**src/design/device_control_command_map.vh**
```
// Field positions, codes and reset values for the device-control command decoder
`ifndef DEVICE_CONTROL_COMMAND_MAP_VH
`define DEVICE_CONTROL_COMMAND_MAP_VH
// Control byte fields
`define CTRL_MODE_HI 7
`define CTRL_MODE_LO 5
`define CTRL_FIRST_HI 4
`define CTRL_FIRST_LO 3
`define CTRL_BURST_HI 2
`define CTRL_BURST_LO 1
`define CTRL_REGSEL 0
// Address match modes
`define MODE_UNICAST 3'h0
`define MODE_MULTICAST 3'h3
`define MODE_BROADCAST 3'h7
// Identifier byte fields (identifier sits in bits 7..1)
`define ID_HI 7
`define ID_LO 1
`define ID_TYPE_HI 7
`define ID_TYPE_LO 4
// General byte 0 and 1 fields, and the index of the last general byte
`define GB0_PEC_EN 7
`define GB0_PARITY_EN 6
`define GB1_EVENT_CLEAR 3
`define GB_LAST 2'h3
// Reset values of the bus configuration bits
`define RST_PEC_EN 1'h0
`define RST_PARITY_EN 1'h1
`endif

```
**src/design/device_control_command.v**
```verilog
// Target-side decoder for the broadcast device-control common command
// Notes on behaviour
// Mode 000 acts only when all seven identifier bits equal own address.
// Mode 011 acts when identifier bits 6..3 equal the local type code.
// Mode 111 always acts, identifier value ignored.
// Any other mode is reserved and the command is not acknowledged.
// With register select 0, first-byte select picks the first general byte.
// Each further payload byte goes to the next general byte until STOP.
// Host stops after general byte 3 and sends no more payload.
// With PEC on, PEC byte follows burst length 1..4 data bytes.
// Register select 0 steers payload into the four general bytes.
// Register select 1 steers payload to device offsets, ignoring select and burst.
// Host never mixes register select 1 with broadcast on mixed buses.
// General byte 0 bit 7 sets PEC enable, bit 6 parity enable.
// General byte 0 bit 1 is ignored.
// General byte 1 bit 3 set clears all events and pending interrupt.
// Events still present after a clear set again and interrupt anew.
// PEC covers from START but excludes the broadcast address byte.
// Identifier mismatch with good parity skips parity, discards until STOP/Sr.
// PEC-protected form is accepted only in I3C Basic mode.
// Control byte: mode 7..5, first select 4..3, burst 2..1, register select 0.
// Writes to reserved bits, bytes 2 and 3 included, change nothing.
`timescale 1ns/1ns
`default_nettype none
`include "device_control_command_map.vh"
module device_control_command #(
  parameter SYNC_STAGES = 2
) (
  input wire clk,
  input wire reset_n,
  input wire startToggle,
  input wire stopToggle,
  input wire byteToggle,
  input wire [7:0] byteData,
  input wire idParityOk,
  input wire i3cMode,
  input wire [3:0] localTypeCode,
  input wire [2:0] hostAssignedCode,
  output reg commandAccepted,
  output reg commandNack,
  output reg skipParityCheck,
  output reg pecByteNext,
  output reg pecCheck,
  output reg pecInclude,
  output reg eventClear,
  output reg offsetWriteValid,
  output reg [7:0] offsetWriteData,
  output reg pecEnable,
  output reg parityEnable
);
  localparam S_IDLE = 3'h0;
  localparam S_CTRL = 3'h1;
  localparam S_ID = 3'h2;
  localparam S_DATA = 3'h3;
  localparam S_PEC = 3'h4;
  localparam S_SKIP = 3'h5;

  // Address match decision for one identifier byte
  function match;
    input [2:0] mode;
    input [7:0] idByte;
    input [3:0] typeCode;
    input [2:0] hostCode;
    begin
      case (mode)
        `MODE_UNICAST: match = (idByte[`ID_HI:`ID_LO] == {typeCode, hostCode});
        `MODE_MULTICAST: match = (idByte[`ID_TYPE_HI:`ID_TYPE_LO] == typeCode);
        `MODE_BROADCAST: match = 1'b1;
        default: match = 1'b0;
      endcase
    end
  endfunction

  // Recognised address match modes; the rest are reserved
  function modeKnown;
    input [2:0] sel;
    begin
      modeKnown = (sel == `MODE_UNICAST) || (sel == `MODE_MULTICAST)
        || (sel == `MODE_BROADCAST);
    end
  endfunction

  // SYNC_STAGES-flop toggle synchronisers, two flops for data and parity; the link events arrive as toggles from the bus clock
  reg [SYNC_STAGES-1:0] syncStart;
  reg [SYNC_STAGES-1:0] syncStop;
  reg [SYNC_STAGES-1:0] syncByte;
  reg [7:0] dataMeta;
  reg [7:0] dataSync;
  reg parityMeta;
  reg paritySync;
  reg lastStart;
  reg lastStop;
  reg lastByte;
  always @(posedge clk or negedge reset_n) begin
    if (!reset_n) begin
      syncStart <= {SYNC_STAGES{1'b0}};
      syncStop <= {SYNC_STAGES{1'b0}};
      syncByte <= {SYNC_STAGES{1'b0}};
      dataMeta <= 8'h00;
      dataSync <= 8'h00;
      parityMeta <= 1'b0;
      paritySync <= 1'b0;
      lastStart <= 1'b0;
      lastStop <= 1'b0;
      lastByte <= 1'b0;
    end else begin
      syncStart <= {syncStart[SYNC_STAGES-2:0], startToggle};
      syncStop <= {syncStop[SYNC_STAGES-2:0], stopToggle};
      syncByte <= {syncByte[SYNC_STAGES-2:0], byteToggle};
      dataMeta <= byteData;
      dataSync <= dataMeta;
      parityMeta <= idParityOk;
      paritySync <= parityMeta;
      lastStart <= syncStart[SYNC_STAGES-1];
      lastStop <= syncStop[SYNC_STAGES-1];
      lastByte <= syncByte[SYNC_STAGES-1];
    end
  end

  wire startEvent = syncStart[SYNC_STAGES-1] ^ lastStart;
  wire stopEvent = syncStop[SYNC_STAGES-1] ^ lastStop;
  wire byteEvent = syncByte[SYNC_STAGES-1] ^ lastByte;

  reg [2:0] state;
  reg [2:0] mode;
  reg regSelect;
  reg [1:0] generalIndex;
  reg [1:0] burstLeft;
  reg pecActive;
  reg generalDone;

  // Command sequencer; STOP or repeated START always ends a frame
  always @(posedge clk or negedge reset_n) begin
    if (!reset_n) begin
      state <= S_IDLE;
      mode <= `MODE_UNICAST;
      regSelect <= 1'b0;
      generalIndex <= 2'h0;
      burstLeft <= 2'h0;
      pecActive <= 1'b0;
      generalDone <= 1'b0;
      commandAccepted <= 1'b0;
      commandNack <= 1'b0;
      skipParityCheck <= 1'b0;
      pecByteNext <= 1'b0;
      pecCheck <= 1'b0;
      pecInclude <= 1'b0;
      eventClear <= 1'b0;
      offsetWriteValid <= 1'b0;
      offsetWriteData <= 8'h00;
      pecEnable <= `RST_PEC_EN;
      parityEnable <= `RST_PARITY_EN;
    end else begin
      pecCheck <= 1'b0;
      pecInclude <= 1'b0;
      eventClear <= 1'b0; // One pulse; the event owner re-sets if still present
      offsetWriteValid <= 1'b0;
      if (stopEvent || startEvent) begin
        state <= startEvent ? S_CTRL : S_IDLE;
        commandAccepted <= 1'b0;
        commandNack <= 1'b0;
        skipParityCheck <= 1'b0;
        pecByteNext <= 1'b0;
        generalDone <= 1'b0;
      end else if (byteEvent) begin
        // Body bytes count toward PEC until the frame is discarded; the front end withholds 0x7E/W
        pecInclude <= (state != S_IDLE) && (state != S_SKIP);
        case (state)
          S_CTRL: begin
            mode <= dataSync[`CTRL_MODE_HI:`CTRL_MODE_LO];
            regSelect <= dataSync[`CTRL_REGSEL];
            generalIndex <= dataSync[`CTRL_FIRST_HI:`CTRL_FIRST_LO];
            burstLeft <= dataSync[`CTRL_BURST_HI:`CTRL_BURST_LO];
            pecActive <= pecEnable & i3cMode;
            state <= S_ID;
          end
          S_ID: begin
            if (match(mode, dataSync, localTypeCode, hostAssignedCode)) begin
              commandAccepted <= 1'b1;
              state <= S_DATA;
              pecByteNext <= 1'b0;
            end else begin
              // Reserved mode NACKs; a plain mismatch just drops out
              commandNack <= !modeKnown(mode);
              // Reserved modes NACK instead, so never skip and NACK at once
              skipParityCheck <= paritySync && modeKnown(mode);
              state <= S_SKIP;
            end
          end
          S_DATA: begin
            if (regSelect) begin
              offsetWriteValid <= 1'b1; // Offset path downstream
              offsetWriteData <= dataSync;
            end else if (!generalDone) begin
              case (generalIndex)
                2'h0: begin
                  pecEnable <= dataSync[`GB0_PEC_EN];
                  parityEnable <= dataSync[`GB0_PARITY_EN]; // bit 1 unused
                end
                2'h1: begin
                  if (dataSync[`GB1_EVENT_CLEAR]) begin
                    eventClear <= 1'b1;
                  end
                end
                default: begin
                  // Bytes 2 and 3 are reserved and leave state alone
                end
              endcase
              generalIndex <= generalIndex + 2'h1;
              // Byte 3 is last; further payload is the host's fault
              generalDone <= (generalIndex == `GB_LAST);
              if (pecActive) begin
                if (burstLeft == 2'h0) begin
                  state <= S_PEC;
                  pecByteNext <= 1'b1;
                end
                burstLeft <= burstLeft - 2'h1;
              end
            end
          end
          S_PEC: begin
            pecCheck <= 1'b1;
            pecByteNext <= 1'b0;
            state <= S_SKIP;
          end
          default: state <= state; // Idle or discarding until STOP/Sr
        endcase
      end
    end
  end
endmodule // device_control_command
`default_nettype wire

```
**config.mk**
```make
export PLATFORM = sky130hd
export DESIGN_NAME = device_control_command
export DESIGN_NICKNAME = d
export VERILOG_FILES = /design/src/design/device_control_command.v
export VERILOG_INCLUDE_DIRS = /design/src /design/src/design
export SDC_FILE = /design/constraint.sdc
export NUM_CORES = 1
export LEC_CHECK = 0
export BUFFER_PORTS_ARGS = -buffer_cell sky130_fd_sc_hd__buf_2
export CAP_MARGIN = 20
export CORE_MARGIN = 4
export CORE_UTILIZATION = 45
export DETAILED_ROUTE_END_ITERATION = 8
export PLACE_DENSITY = 0.67
export SKIP_LAST_GASP = 1
export SYNTH_ARGS = -nofsm -noshare
export SYNTH_HDL_FRONTEND = slang
export SYNTH_SLANG_ARGS = --single-unit
```
**constraint.sdc**
```tcl
create_clock -name clk -period 2.9 [get_ports clk]
set_input_delay 0.145 -clock clk [delete_from_list [all_inputs] [get_ports clk]]
set_output_delay 0.145 -clock clk [all_outputs]
set_load 0.02 [all_outputs]
```
==> impl_results.md <==
* Status: finished, final reports clean
* Syn Std Cell Area at 2320 µm²
* Clock skew at 0.0100 ns
* Hold/Removal Path Class: in2reg
* Number of enable flip-flop cells after synthesis at 0
* Hold endpoint: pecActive
* Reg2reg setup slack at 1.06 ns
* DP HPWL at 3020 µm
* Reg-to-reg endpoint: mode[0]
* Worst EP required at 3.12 ns
* Relative slew slack at 59.1%
* FF+latch count, synth at 58
* Initial Util at 47.9%
* Die X at 79.9 µm
* Crit Path Class: reg2reg
* DR vias at 1484
* Vias in the first global route at 1582
* CTS Buffer Depth at 2
* Cell count after synthesis at 171
* Reg-to-Reg Start: state[1]
* First-pass GRT wire length at 7420 µm
* Gr usage total at 15.7%
* Setup violators final at 0
* Mapped Nets at 197
* Global route overflow at 0
* P_leak at 1.42 nW
* Share of cells above drive strength 1 at 33.2%
* CP endpoint kind: register
* Fin. max-slew vios at 0
* Filler instances at 394
* Antenna Violating Nets Remaining at 0
* Drt wl/cell at 14.2 µm
* Hold Crit Depth at 3
* MaxCap Viol Count at 0
* Mean number of vias per cell at 4.87
* Min Tclk post-route at 1.84 ns
* Period utilization at 63.4%
* Drt total wl at 4320 µm
* Avg Cell Area, Syn at 13.6 µm²
* Cell variety after synth at 47
* Most frequent cells in the layout: 57 x dfrtp_1, 39 x buf_2, 13 x nand2_1, 13 x dlygate4sd3_1
* Ys flop type: dfrtp_1
* Initial DRC Count at 55
* Setup Buffers After CTS at 0
* Ys async rst share at 100%
* Max FO, Critical Path at 11
* Initial antenna violation count at 0
* Peak supply drop at 0.000468 V
* Startpoint type of the worst setup path: register
* IO Pins at 40
* Setup TNS at 0 ns
* Nets at 259
* Core area at 4850 µm²
* Final core utilization at 60.7%
* Chip height at 79.9 µm
* Total clock buffers created by CTS at 9
* Residual DRC at 0
* First-pass iteration count of the detailed router at 4
* Reg clk slew, reported paths at 0.07 ns
* Worst slew pin tran at 0.609 ns
* Clk Tree Root Cell: clkbuf_8
* Unrepaired setup endpoints after global routing: false
* Site row count at 25
* Area contributors post-synth: dfrtp_1 61%, mux2_2 3.9%, xor2_1 3.8%
* Layout overhead on the synthesized area at 26.7%
* Register area share after synthesis at 62.5%
* Commonest non-fill, non-tap cell in the layout: dfrtp_1
* Area of the die at 6380 µm²
* PwrDens at 710 nW/µm²
* Final hold vios at 0
* Final Wtd Congestion at 0.796
* H-tree depth at 3
* Area leader, netlist: dfrtp_1
* Reg2reg path depth at 3
* HP Start: i3cMode
* N_diodes at 0
* Clk_lat worst skew at 0.34 ns
* # port buffers at 39
* Largest net degree at the start of global routing at 51
* CTS tree: done
* Data arrival, critical path at 2.06 ns
* Top-area cell type share of the netlist area at 61.4%
* Fmax at 544 MHz
* Warnings from Yosys at 0
* CTS sink count at 58
[layer usage]
layer	vias to the layer above	GRT usage (%)	wire, µm
met1	715	19.2	1950
li1	721	-	-
met4	0	6.59	68
met3	10	7.11	234
met5	-	0	0
met2	38	24.0	2060
[worst max-delay path: stages (launching register included)]
cell and delay (ns):
dfrtp_1 0.50, or3b_1 0.45, nor4_4 0.42, mux2_4 0.34
[how the worst max path moves through the flow]
stage,startpoint,endpoint,slack (ns),cells past startpoint
final,state[1],mode[0],1.06,3
after floorplan,state[2],mode[0],1.25,4
after global placement,state[1],mode[0],1.10,3
after detailed placement,state[1],mode[1],1.09,3
after CTS,state[1],mode[0],1.06,3
after global routing,state[1],mode[0],1.00,3
[timing repair]
action,in CTS,in global routing
hold buffers,12,1
resized for setup,0,0
endpoints found under the hold margin,12,13
[metrics by stage]
step | setup WS, ns | hold WS [ns] | cell area (µm²) | std cells | total power, mW
floorplan | 1.25 | -0.151 | 2320 | 171 | 1.23
CTS | 1.06 | 0.0374 | 2910 | 303 | 2.11
global route | 1.00 | 0.0765 | 2940 | 305 | 2.21
global placement | 1.10 | 0.253 | 2590 | 275 | 1.33
detailed placement | 1.09 | 0.254 | 2590 | 275 | 1.34
finish | 1.06 | 0.0624 | 2940 | 305 | 2.09
[final cells by class]
| class | count | area [µm²] | area share [%] |
|---|---|---|---|
| repair buffers | 55 | 360 | 12.2 |
| inverters | 11 | 41.3 | 1.40 |
| clock buffers | 12 | 155 | 5.27 |
| multi-input cells | 98 | 801 | 27.2 |
| clock inverters | 4 | 50.0 | 1.70 |
| flip-flops and latches | 58 | 1450 | 49.3 |
| well taps | 67 | 83.8 | 2.85 |
[cells in the mapped netlist, types with 2 or more instances]
library cell	number
buf_2	2
mux2_1	2
a22oi_1	2
mux2_4	2
xor2_1	10
a21oi_1	2
nor2_1	5
a31oi_1	2
nand2_1	13
ha_1	4
o21a_1	2
nand3_1	6
o31ai_1	2
and2_1	2
mux2i_1	6
dfrtp_1	57
mux2_2	8
o21ai_0	5
inv_1	11
[report_power, final]
| part | switching, mW | internal, mW | total, mW |
|---|---|---|---|
| sequential | 0.0687 | 0.906 | 0.974 |
| clock | 0.310 | 0.442 | 0.752 |
| combinational | 0.200 | 0.164 | 0.365 |
[flip-flops by register name (all words and copies together) (netlist names), 2 cells and up]
name / cells
syncByte: 2
state: 3
mode: 3
dataMeta: 8
burstLeft: 2
dataSync: 8
syncStop: 2
offsetWriteData: 8
syncStart: 2
generalIndex: 2
[cells by family after synthesis]
family	Yosys count	share of synthesized area, %
mux	18	8.72
flops	58	62.5
xor+xnor	11	4.15
simple gates	39	10.4
compound gates	26	9.05
fa+ha+maj	4	2.15
buf+inv	15	3.02
(Power assumes the default switching activity.)
